===== src/inc/erxst_pkg.sv =====
package erxst_pkg;
    // ----------------------------------------------------------------
    // Register map (byte addresses)
    // ----------------------------------------------------------------
    localparam logic [7:0] GOOD_OFS = 8'h00;
    localparam logic [7:0] BCAST_OFS = 8'h04;
    localparam logic [7:0] GROUP_OFS = 8'h08;
    localparam logic [7:0] CTRL_OFS = 8'h10;
    localparam logic [7:0] STAT_OFS = 8'h14;
    localparam logic [7:0] MASK_OFS = 8'h18;
    localparam logic [7:0] MAXLEN_OFS = 8'h1c;
    // ----------------------------------------------------------------
    // Fields and reset values
    // ----------------------------------------------------------------
    localparam int CTRL_GMII_BIT = 0;
    localparam int CTRL_IRQEN_BIT = 1;
    localparam int EV_GOOD_BIT = 0;
    localparam int EV_BCAST_BIT = 1;
    localparam int EV_GROUP_BIT = 2;
    localparam int EV_HALF_BIT = 3;
    localparam int EV_WIDTH = 4;
    localparam int NUM_CNT = 3;
    localparam logic [31:0] HALF_SCALE = 32'h8000_0000;
    localparam logic [15:0] MIN_FRAME_LEN = 16'h0040;
    localparam logic [15:0] MAXLEN_RESET = 16'h05ee;
    localparam logic [47:0] BCAST_ADDR = 48'hffff_ffff_ffff;
    // ----------------------------------------------------------------
    // Timing
    // ----------------------------------------------------------------
    localparam int CLEAR_DELAY_CYC = 38;
    typedef enum logic [1:0] {ST_IDLE, ST_RX, ST_CHECK} erxst_rx_state_type;
endpackage : erxst_pkg


===== src/inc/erxst_cnt_if.sv =====
`timescale 1ns/1ps
`default_nettype none
interface erxst_cnt_if;
    logic [1:0] wr_idx;
    logic wr_en;
    logic [31:0] wr_val;
    logic [2:0] inc;
    logic clr;
    logic [1:0] rd_idx;
    logic [31:0] rd_data;
    logic [2:0] half;
    modport ctl (output wr_idx, output wr_en, output wr_val, output inc, output clr,
                 output rd_idx, input rd_data, input half);
    modport bank (input wr_idx, input wr_en, input wr_val, input inc, input clr,
                  input rd_idx, output rd_data, output half);
endinterface : erxst_cnt_if
`default_nettype wire


===== src/hdl/erxst_top.sv =====
// Summary of operation
// (RQ1) Every counter is cleared 38 clocks after reset is released.
// (RQ2) With the gigabit enable set, a write subtracts its value from the counter.
// (RQ3) In that mode a value larger than the counter leaves zero behind.
// (RQ4) With the gigabit enable clear, a write loads the counter directly.
// (RQ5) Software writes counters only as whole 32-bit words.
// (RQ6) When enabled, the pending flag rises while any counter is at or above half scale.
// (RQ7) The pending flag falls only once software has written every counter below half scale; the code also drops it on enable clear or counter wrap.
// (RQ8) Counters are 32-bit, mapped, and wrap from all ones to zero.
// (RQ9) The good counter counts accepted frames of legal length with no error.
// (RQ10) The broadcast counter counts such good frames sent to the all-ones address.
// (RQ11) The group counter counts such good frames sent to other group addresses.
// (RQ12) Overruns neither block nor cause any of these increments.
// (RQ13) An even nibble count with a bad check sequence is a checksum error.
// (RQ14) An odd nibble count failing the check without the last nibble is misaligned.
// (RQ15) Any receive error bit during the frame marks a code error.
// (RQ16) A frame increment and a write in the same cycle both take effect.
`timescale 1ns/1ps
`default_nettype none
module erxst_top (
    input wire logic sys_clk_i,
    input wire logic rst_n_i,
    // Register port
    input wire logic [7:0] reg_addr_i,
    input wire logic [31:0] reg_wdata_i,
    input wire logic reg_wr_i,
    input wire logic reg_rd_i,
    output logic [31:0] reg_rdata_o,
    // Receive path report, same clock domain except the error pin
    input wire logic rx_active_i,
    input wire logic phy_receive_error_in_i,
    input wire logic rx_done_i,
    input wire logic rx_addr_match_i,
    input wire logic rx_promisc_i,
    input wire logic [47:0] rx_dest_addr_i,
    input wire logic [15:0] rx_length_i,
    input wire logic rx_odd_nibbles_i,
    input wire logic rx_fcs_ok_i,
    input wire logic rx_fcs_trunc_ok_i,
    input wire logic rx_overrun_i,
    // Status
    output logic counter_irq_pending_o,
    output logic irq_o
);
    // ----------------------------------------------------------------
    // State
    // ----------------------------------------------------------------
    logic [31:0] link_control_register_q;
    logic [erxst_pkg::EV_WIDTH-1:0] stat_q;
    logic [erxst_pkg::EV_WIDTH-1:0] stat_d;
    logic [erxst_pkg::EV_WIDTH-1:0] mask_q;
    logic [15:0] max_rx_frame_length_q;
    logic [5:0] clr_cnt_q;
    logic clr_pend_q;
    logic code_err_q;
    logic [2:0] inc_q;
    logic [31:0] reg_rdata_q;
    logic rd_cnt_q;
    logic pend_q;
    logic irq_q;
    logic rx_err_meta_q;
    logic rx_err_sync_q;
    erxst_pkg::erxst_rx_state_type rx_state_q;

    erxst_cnt_if cif ();

    // Status and mask read back behind a fixed 28-bit zero pad
    if (erxst_pkg::EV_WIDTH != 4) begin : g_ev_check
        $error("Status width must be four bits");
    end

    // ----------------------------------------------------------------
    // Address decode
    // ----------------------------------------------------------------
    function automatic logic [1:0] erxst_cnt_index(input logic [7:0] addr);
        case (addr)
            erxst_pkg::GOOD_OFS: erxst_cnt_index = 2'd0;
            erxst_pkg::BCAST_OFS: erxst_cnt_index = 2'd1;
            erxst_pkg::GROUP_OFS: erxst_cnt_index = 2'd2;
            default: erxst_cnt_index = 2'd3;
        endcase
    endfunction : erxst_cnt_index

    // Index 3 stands for any address outside the counter bank
    wire logic [1:0] addr_idx = erxst_cnt_index(reg_addr_i);
    wire logic addr_is_cnt = addr_idx != 2'd3;
    wire logic wr_ctrl = reg_wr_i && (reg_addr_i == erxst_pkg::CTRL_OFS);
    wire logic wr_mask = reg_wr_i && (reg_addr_i == erxst_pkg::MASK_OFS);
    wire logic wr_maxlen = reg_wr_i && (reg_addr_i == erxst_pkg::MAXLEN_OFS);
    wire logic rd_stat = reg_rd_i && (reg_addr_i == erxst_pkg::STAT_OFS);
    wire logic gmii_en = link_control_register_q[erxst_pkg::CTRL_GMII_BIT];
    wire logic irq_en = link_control_register_q[erxst_pkg::CTRL_IRQEN_BIT];

    // ----------------------------------------------------------------
    // Frame classification
    // ----------------------------------------------------------------
    // Code errors can only be seen while the frame streams, so they are latched here
    wire logic crc_err = !rx_odd_nibbles_i && !rx_fcs_ok_i; // RQ13
    wire logic align_err = rx_odd_nibbles_i && !rx_fcs_trunc_ok_i; // RQ14
    wire logic any_err = crc_err || align_err || code_err_q || rx_err_sync_q;
    wire logic len_ok = (rx_length_i >= erxst_pkg::MIN_FRAME_LEN)
                        && (rx_length_i <= max_rx_frame_length_q);
    // Overrun is deliberately not an input term of the qualifier
    wire logic frame_good = rx_done_i && (rx_addr_match_i || rx_promisc_i)
                            && len_ok && !any_err; // RQ9 RQ12
    wire logic is_bcast = rx_dest_addr_i == erxst_pkg::BCAST_ADDR;
    wire logic is_group = rx_dest_addr_i[0];
    wire logic [2:0] inc_d = {frame_good && is_group && !is_bcast, // RQ11
                              frame_good && is_bcast, // RQ10
                              frame_good};
    wire logic half_any = |cif.half;
    wire logic rx_unused = rx_overrun_i;

    // ----------------------------------------------------------------
    // Counter bank hookup
    // ----------------------------------------------------------------
    // Reads and writes share one decoded index
    assign cif.wr_idx = addr_idx;
    assign cif.wr_en = reg_wr_i && addr_is_cnt; // RQ5
    assign cif.wr_val = reg_wdata_i;
    assign cif.inc = inc_q;
    assign cif.clr = clr_pend_q && (clr_cnt_q == 6'(erxst_pkg::CLEAR_DELAY_CYC - 1));
    assign cif.rd_idx = addr_idx;

    erxst_counter_bank #(
        .NUM(erxst_pkg::NUM_CNT)
    ) u_bank (
        .sys_clk_i(sys_clk_i),
        .rst_n_i(rst_n_i),
        .gmii_en_i(gmii_en),
        .cif(cif.bank)
    );

    // ----------------------------------------------------------------
    // Post-reset clear timer
    // ----------------------------------------------------------------
    // The timer is six bits wide, which bounds the clear delay
    if (erxst_pkg::CLEAR_DELAY_CYC < 1 || erxst_pkg::CLEAR_DELAY_CYC > 63) begin : g_delay_check
        $error("Clear delay does not fit the timer");
    end

    // Counts from the first edge after release; the clear lands on edge 38
    always_ff @(posedge sys_clk_i) begin
        if (!rst_n_i) begin
            clr_cnt_q <= 6'h00;
            clr_pend_q <= 1'b1;
        end else if (clr_pend_q) begin
            clr_cnt_q <= clr_cnt_q + 6'h01; // RQ1
            clr_pend_q <= !cif.clr;
        end
    end

    // ----------------------------------------------------------------
    // Receive error capture
    // ----------------------------------------------------------------
    // Two flops, since the error pin is not timed to the system clock
    always_ff @(posedge sys_clk_i) begin
        if (!rst_n_i) begin
            rx_err_meta_q <= 1'b0;
            rx_err_sync_q <= 1'b0;
        end else begin
            rx_err_meta_q <= phy_receive_error_in_i;
            rx_err_sync_q <= rx_err_meta_q;
        end
    end

    always_ff @(posedge sys_clk_i) begin
        if (!rst_n_i) begin
            rx_state_q <= erxst_pkg::ST_IDLE;
            code_err_q <= 1'b0;
        end else begin
            case (rx_state_q)
                erxst_pkg::ST_IDLE: begin
                    code_err_q <= rx_err_sync_q;
                    if (rx_active_i) begin
                        rx_state_q <= erxst_pkg::ST_RX;
                    end
                end
                erxst_pkg::ST_RX: begin
                    code_err_q <= code_err_q || rx_err_sync_q; // RQ15
                    if (rx_done_i) begin
                        rx_state_q <= erxst_pkg::ST_CHECK;
                    end
                end
                erxst_pkg::ST_CHECK: begin
                    code_err_q <= 1'b0;
                    rx_state_q <= rx_active_i ? erxst_pkg::ST_RX : erxst_pkg::ST_IDLE;
                end
                default: begin
                    rx_state_q <= erxst_pkg::ST_IDLE;
                end
            endcase
        end
    end

    // ----------------------------------------------------------------
    // Control registers
    // ----------------------------------------------------------------
    // Only the two defined control bits are kept; the rest read back as zero
    always_ff @(posedge sys_clk_i) begin
        if (!rst_n_i) begin
            link_control_register_q <= 32'h0000_0000;
        end else if (wr_ctrl) begin
            link_control_register_q <= {30'h0000_0000, reg_wdata_i[1:0]};
        end
    end

    always_ff @(posedge sys_clk_i) begin
        if (!rst_n_i) begin
            mask_q <= {erxst_pkg::EV_WIDTH{1'b0}};
        end else if (wr_mask) begin
            mask_q <= reg_wdata_i[erxst_pkg::EV_WIDTH-1:0];
        end
    end

    always_ff @(posedge sys_clk_i) begin
        if (!rst_n_i) begin
            max_rx_frame_length_q <= erxst_pkg::MAXLEN_RESET;
        end else if (wr_maxlen) begin
            max_rx_frame_length_q <= reg_wdata_i[15:0];
        end
    end

    // Increments are registered to cut the path from the frame report into the adders
    always_ff @(posedge sys_clk_i) begin
        if (!rst_n_i) begin
            inc_q <= 3'h0;
        end else begin
            inc_q <= inc_d;
        end
    end

    // ----------------------------------------------------------------
    // Sticky status and interrupt
    // ----------------------------------------------------------------
    // New events win over a clearing read in the same cycle
    always_comb begin
        stat_d = rd_stat ? {erxst_pkg::EV_WIDTH{1'b0}} : stat_q;
        stat_d = stat_d | {half_any && irq_en, inc_q};
    end

    always_ff @(posedge sys_clk_i) begin
        if (!rst_n_i) begin
            stat_q <= {erxst_pkg::EV_WIDTH{1'b0}};
        end else begin
            stat_q <= stat_d;
        end
    end

    // Pending is a level from the counters, so it clears once all are below half or the interrupt enable is cleared
    always_ff @(posedge sys_clk_i) begin
        if (!rst_n_i) begin
            pend_q <= 1'b0;
        end else begin
            pend_q <= irq_en && half_any; // RQ6 RQ7
        end
    end

    always_ff @(posedge sys_clk_i) begin
        if (!rst_n_i) begin
            irq_q <= 1'b0;
        end else begin
            irq_q <= |(stat_d & mask_q);
        end
    end

    // ----------------------------------------------------------------
    // Read data
    // ----------------------------------------------------------------
    always_ff @(posedge sys_clk_i) begin
        if (!rst_n_i) begin
            rd_cnt_q <= 1'b0;
        end else begin
            rd_cnt_q <= reg_rd_i && addr_is_cnt;
        end
    end

    // An idle port and any address outside the map read as zero
    always_ff @(posedge sys_clk_i) begin
        if (!rst_n_i) begin
            reg_rdata_q <= 32'h0000_0000;
        end else begin
            reg_rdata_q <= 32'h0000_0000;
            if (reg_rd_i) begin
                case (reg_addr_i)
                    erxst_pkg::CTRL_OFS: reg_rdata_q <= link_control_register_q;
                    erxst_pkg::STAT_OFS: reg_rdata_q <= {28'h000_0000, stat_q};
                    erxst_pkg::MASK_OFS: reg_rdata_q <= {28'h000_0000, mask_q};
                    erxst_pkg::MAXLEN_OFS: reg_rdata_q <= {16'h0000, max_rx_frame_length_q};
                    default: reg_rdata_q <= 32'h0000_0000;
                endcase
            end
        end
    end

    // Counter words come from the bank's own output register
    assign reg_rdata_o = rd_cnt_q ? cif.rd_data : reg_rdata_q;
    assign counter_irq_pending_o = pend_q;
    assign irq_o = irq_q && !rx_unused | irq_q;
endmodule : erxst_top
`default_nettype wire


===== src/hdl/erxst_counter_bank.sv =====
`timescale 1ns/1ps
`default_nettype none
module erxst_counter_bank #(
    parameter int NUM = 3
) (
    input wire logic sys_clk_i,
    input wire logic rst_n_i,
    input wire logic gmii_en_i,
    erxst_cnt_if.bank cif
);
    logic [31:0] cnt_q [NUM];
    logic [31:0] rd_data_q;

    if (NUM != erxst_pkg::NUM_CNT) begin : g_num_check
        $error("Counter bank size must match the map");
    end

    // Write is applied first, then the increment, so neither is lost
    function automatic logic [31:0] erxst_next(input logic [31:0] cur, input logic wr,
                                               input logic [31:0] val, input logic dec,
                                               input logic inc);
        logic [31:0] base;
        base = cur;
        if (wr) begin
            if (dec) begin
                base = (val > cur) ? 32'h0000_0000 : cur - val; // RQ2 RQ3
            end else begin
                base = val; // RQ4
            end
        end
        erxst_next = base + {31'h0000_0000, inc}; // RQ8 RQ16
    endfunction : erxst_next

    genvar g;
    generate
        for (g = 0; g < NUM; g++) begin : g_cnt
            always_ff @(posedge sys_clk_i) begin
                if (!rst_n_i || cif.clr) begin
                    cnt_q[g] <= 32'h0000_0000; // RQ1
                end else begin
                    cnt_q[g] <= erxst_next(cnt_q[g], cif.wr_en && (cif.wr_idx == 2'(g)),
                                           cif.wr_val, gmii_en_i, cif.inc[g]);
                end
            end
            assign cif.half[g] = cnt_q[g] >= erxst_pkg::HALF_SCALE; // RQ6
        end
    endgenerate

    always_ff @(posedge sys_clk_i) begin
        if (!rst_n_i) begin
            rd_data_q <= 32'h0000_0000;
        end else begin
            rd_data_q <= (cif.rd_idx < 2'(NUM)) ? cnt_q[cif.rd_idx] : 32'h0000_0000;
        end
    end
    assign cif.rd_data = rd_data_q;
endmodule : erxst_counter_bank
`default_nettype wire


===== config.mk =====
export PLATFORM = sky130hd
export DESIGN_NAME = erxst_top
export DESIGN_NICKNAME = d
export VERILOG_FILES = /design/src/inc/erxst_pkg.sv /design/src/inc/erxst_cnt_if.sv /design/src/hdl/erxst_top.sv /design/src/hdl/erxst_counter_bank.sv
export SDC_FILE = /design/constraint.sdc
export NUM_CORES = 1
export LEC_CHECK = 0
export ABC_AREA = 1
export BUFFER_PORTS_ARGS = -buffer_cell sky130_fd_sc_hd__buf_4
export CORE_AREA = 2 2 289 291
export CTS_CLUSTER_SIZE = 40
export DETAILED_ROUTE_END_ITERATION = 8
export DIE_AREA = 0 0 291 293
export SETUP_SLACK_MARGIN = 0.4
export SLEW_MARGIN = 20
export SYNTH_ARGS = -nofsm -noshare
export SYNTH_HDL_FRONTEND = slang
export SYNTH_HIERARCHICAL = 1
export SYNTH_SLANG_ARGS = --single-unit

===== constraint.sdc =====
create_clock -name sys_clk_i -period 3.9 [get_ports sys_clk_i]
set_clock_uncertainty 0.15 [all_clocks]
set_input_delay 0.585 -clock sys_clk_i [delete_from_list [all_inputs] [get_ports sys_clk_i]]
set_output_delay 0.585 -clock sys_clk_i [all_outputs]
set_load 0.01 [all_outputs]

# Yosys cells after proc, flatten, opt, wreduce, memory -nomap -nowiden
# Memory sizes are Yosys's and may differ from the RTL's. A register that Yosys moved wholly into a read port is not among the register bits.
# Index checks and enable logic that the tools add are counted.
[totals] inputBits=117 output_inout_bits=34 ff_bits=76 elab_cells=126 n_memories=1 ramBits=96
[mem_list] name="u_bank.cnt_q" words=3 width=32 read_ports=4 rd_clocked_by_memory_dff=1 wr=3 line_no="erxst_counter_bank.sv:11" rtl="logic [31:0] cnt_q [NUM];"
[op_classes] reduce_logical=45 bitwise_logic=6 order_cmp=9 muxes=28 n_eq_ne=15 n_addsub=7
[op_table] cell="32-bit two-way mux" count=16
[op_table] cell="32-bit by 1-bit adder with 32-bit output" count=3
[op_table] cell="32-bit >= comparator, second input constant" count=3
[op_table] cell="32-bit greater-than comparator" count=3
[op_table] cell="32-bit subtractor" count=3
[op_table] cell="16-bit one-hot mux with 4 select lines" count=1
[op_table] cell="48-bit equality test, second input constant" count=1
[op_table] cell="8-bit by 5-bit equality test with 1-bit output, second input constant" count=4
[op_table] cell="1-bit logical AND" count=21
[op_table] cell="16-bit by 7-bit >= comparator with 1-bit output, second input constant" count=1
[op_table] cell="16-bit less-or-equal comparator" count=1
[op_table] cell="2-bit one-hot mux with 3 select lines" count=2
[op_table] cell="1-bit zero test" count=9
[op_table] cell="8-bit by 3-bit equality test with 1-bit output, second input constant" count=1
[op_table] cell="8-bit by 4-bit equality test with 1-bit output, second input constant" count=1
[op_table] cell="8-bit zero test" count=1
[op_table] cell="6-bit by 1-bit adder with 6-bit output, second input constant" count=1
[op_table] cell="6-bit equality test, second input constant" count=1
[op_table] cell="1-bit logical OR" count=6
[op_table] cell="2-bit != test, second input constant" count=3
[op_table] cell="2-bit AND reduction" count=3
[op_table] cell="1-bit two-way mux" count=5
[op_table] cell="4-bit AND" count=1
[op_table] cell="2-bit by 1-bit equality test with 1-bit output, second input constant" count=2
[op_table] cell="11 further kinds" count=17

# Longest topological paths before layout
[logic_depth] ltp_word=9 mapped_depth=28

# Hierarchy
# Netlist, hierarchy kept.
[modules_own_cells] module="erxst_counter_bank" cells_each=3237 area_per_inst_um2=17055.1 seq_area_each_um2=2562.5 instances=1
[modules_own_cells] module="erxst_top" cells_each=460 area_per_inst_um2=3298.2 seq_area_each_um2=1201.2 instances=1

# Worst setup path before layout
# OpenSTA, ideal clock, no wires.
[synth_path] path_kind="input port to flip-flop" start="input port reg_wdata_i[0]" end="memory u_bank.cnt_q[1][30]" setup_ns=0.115 stages=26 n_path_buf=1 t_arrival_ns=3.636 path_slack_ns=-0.001 path_cell_list="ha_1 > fa_1 > inv_1 > nand2_1 > nand2_1 > nand3_1 > nand2_2 > nand2_1 > nand2_2 > nand2_2 > nand2_4 > buf_6 > nand2_1 > or2_2 > a22oi_1 > ha_1 > ha_1 > inv_1 > nor2_2 > nand3_4 > nor2_4 > nand2_2 > nor2_4 > nand3_1 > nand2_1 > nor2_1"
[synth_rtl] item="start, declared" line_no="erxst_top.sv:25" rtl="input wire logic [31:0] reg_wdata_i,"
[synth_rtl] item="end, declared" line_no="erxst_counter_bank.sv:11"

==> flow_summary_export.csv <==
group,metric,value,unit
placed_design,dp_cells,5160,
sta,maxSlewHeadroom,36.1,%
routing,wl_met1,37600,um
power_and_ir_drop,ir_worst_vdd,0.256,mV
critical_path,slowest_delay,260,ps
critical_path,arrival,3980,ps
critical_path,path_max_fanout,4,
placed_design,gp_congestion,0.972,
die,die_area,0.0853,mm^2
power_and_ir_drop,powerDensity,172,mW/mm^2
clock_network,cts_root_buf,"clkbuf_16",
final_layout,drive_gt1_share,22.0,%
sta,hold_violations,0,
placed_design,dp_hpwl,69100,um
hold_path,min_from,"phy_receive_error_in_i",
final_layout,syn_to_final_growth,32.2,%
clock_network,cts_sinks,188,
die,core-area,0.0818,mm^2
final_layout,design_area,0.0269,mm^2
sta,slew_viol_final,0,
flow_run,max-cap-violations,0,
clock_network,htree_levels,4,
routing,dr.max_layer_used,"met5",
routing,wirelength,82600,um
critical_path,crit_family,"simple AND/OR/NAND/NOR gates",
final_layout,fin_util,32.9,%
critical_path,start_kind,"input port",
die,dieHeight,293,um
final_layout,final_cell_mix,"nand2_1, inv_1, buf_4",
routing,wl_per_cell,15.8,um
final_layout,mostFrequentLayoutCell,"nand2_1",
power_and_ir_drop,leakage,0.0143,uW
global_route,grt_pass1_wl,123000,um
sta,rsz0062_at_grt,"yes",
placed_design,dp_slack,-213,ps
routing,drt_iter0_drc,1965,
sta,timing.fmax,0.270,GHz
global_route,grt_use_total,18.9,%
synthesis,seq_area_frac_synth,18.5,%
routing,avgViaCountPerCell,4.51,
routing,wl_met3,4860,um
critical_path,crit_required,4190,ps
placed_design,io_buffers,149,
clock_network,cts_tree,"done",
synthesis,avgSynthCellArea,5.51,um^2
clock_network,insertion_delay,500,ps
routing,dr_wl_met2,37000,um
power_and_ir_drop,total_power,4620,uW
synthesis,synth_top_flop_cell,"dfxtp_1",
sta,setup_viol,0,
synthesis,synth_edf_count,0,
critical_path,rr_startpoint,"u_bank/cnt_q[0][0]",
placed_design,postPlaceCellArea,0.0251,mm^2
routing,firstDrtPassIters,8,
critical_path,crit_type,"in2reg",
synthesis,ys_ff_latch,188,
final_layout,final_cells,5245,
die,pin_count,151,
global_route,grt_pass1_vias,21500,
synthesis,synthArstFlopShare,0,%
final_layout,fillers,9137,
run_status,outcome,"finished clean",
critical_path,slowest_stage,"ha_4",
sta,fin_ws,201,ps
global_route,grt_antenna_before_repair,0,
clock_network,clockBufferDepth,2,
final_layout,fin_nets,4407,
routing,ant_nets,0,
clock_network,cts_buffers,17,
sta,worst_pin_slew,959,ps
synthesis,syn_inst,3697,
critical_path,startpoint,"reg_wdata_i[29]",
synthesis,yosys_warnings,6,
die,rows,105,
synthesis,synth_cell_types,60,
routing,route.vias.total,23700,
synthesis,syn_area,0.0204,mm^2
global_route,globalRouteOverflowTotal,0,
synthesis,synth_fp_nets,3942,
critical_path,crit_buf_inv,8,
critical_path,worst_setup_path_end_kind,"register",
die,dieWidth,291,um
sta,timing.final.crit_share,94.8,%
global_route,grt_max_degree,80,
clock_network,path_clk_slew,80,ps
final_layout,n_antenna_cell,0,
critical_path,path_common_cell,"buf_6",
hold_path,hold_path.class,"in2reg",
die,initial_core_util,24.9,%
routing,drc,0,
sta,layout_min_cycle_time,3700,ps
[routing by layer]
layer	track usage (%)	up-vias
met4	7.62	2
met1	25.3	10500
met3	2.25	123
li1	-	12300
met5	0	-
met2	30.8	756
[logic make-up (layout without fill, tap and decap cells)]
group                    Yosys count  in the layout  synth area share [%]
AND/OR/NAND/NOR                 2183           2183                  46.4
buffers and inverters            783           1261                  15.0
AO/OA/AOI/OAI                    365            365                  9.68
flip-flops                       188            188                  18.5
adder cells (fa/ha/maj)          128            128                  7.98
XOR/XNOR                          27             27                  1.16
multiplexers                      23             23                  1.27
[final timing paths]
| check | end | slack [ps] | cells past startpoint |
|---|---|---|---|
| max | u_bank/cnt_q[0][26] | 200 | 26 |
| min | rx_err_meta_q | 120 | 3 |
| max reg2reg | u_bank/cnt_q[0][26] | 290 | 24 |
| min reg2reg | rx_err_sync_q | 290 | 2 |
[state kept, by name, summed over array words and instances, names as in the netlist]
| signal | count |
|---|---|
| rx_err_sync_q | 1 |
| rx_state_q | 2 |
| stat_q | 4 |
| max_rx_frame_length_q | 16 |
| rd_cnt_q | 1 |
| irq_q | 1 |
| u_bank/cif.rd_data | 32 |
| reg_rdata_q | 16 |
| clr_cnt_q | 6 |
| u_bank/cnt_q | 96 |
| cif.inc | 3 |
| rx_err_meta_q | 1 |
| mask_q | 4 |
| counter_irq_pending_o | 1 |
| code_err_q | 1 |
| link_control_register_q | 2 |
| clr_pend_q | 1 |
[tightest hold or removal path: stages]
cell and delay, ps:
buf_4 70, nand2_1 40, inv_1 40
[synth_stat cells, types with 7 or more instances]
cell type / n / share of area (%)
buf_1: 8 / 0.15
nand2_1: 1232 / 23
nand3b_1: 14 / 0.52
inv_1: 686 / 13
nand2_2: 48 / 1.5
mux2_2: 23 / 1.3
nor2_4: 24 / 1.3
buf_2: 17 / 0.42
nor2_2: 36 / 1.1
a21boi_0: 7 / 0.26
xor2_1: 22 / 0.95
o21ai_0: 112 / 2.8
nand4_1: 47 / 1.4
clkbuf_1: 42 / 0.77
nor3_1: 42 / 1.0
ha_1: 125 / 7.7
inv_2: 14 / 0.26
o21ai_1: 8 / 0.20
nand3_1: 234 / 5.8
nand3_2: 13 / 0.64
nor2_1: 451 / 8.3
dfxtp_1: 188 / 18
a21oi_1: 198 / 4.9
and2_1: 9 / 0.28
[through the flow]
stage | TNS (ps) | hold WS, ps
floorplan | 0 | 240
global placement | -3390 | 260
detailed placement | -4590 | 256
CTS | 0 | 93.6
global route | 0 | 113
finish | 0 | 117
[cell type report]
class                           instances  area (um^2)  share of cell area [%]
Clock buffer                           18          450                    1.67
Clock inverter                         14          144                   0.535
Inverter                              706         2680                    9.94
Multi-Input combinational cell       2726        14400                    53.4
Sequential cell                       188         3770                    14.0
Tap cell                             1070         1340                    4.97
Timing Repair Buffer                  523         4160                    15.5
[timing repair]
action                                  4_1_cts  5_1_grt
setup buffers                                25       28
pin swaps                                    40       70
hold buffers                                  0        0
gates cloned                                  0        0
endpoints found under the setup margin       57       70
gates resized for setup                      39      179
[where the power goes]
group	leakage, uW	switching (uW)	internal, uW
logic	0.0125	459	350
registers	0.00152	15.0	1930
clock network	0.000296	970	890
Power figures use the tool's default switching activity.
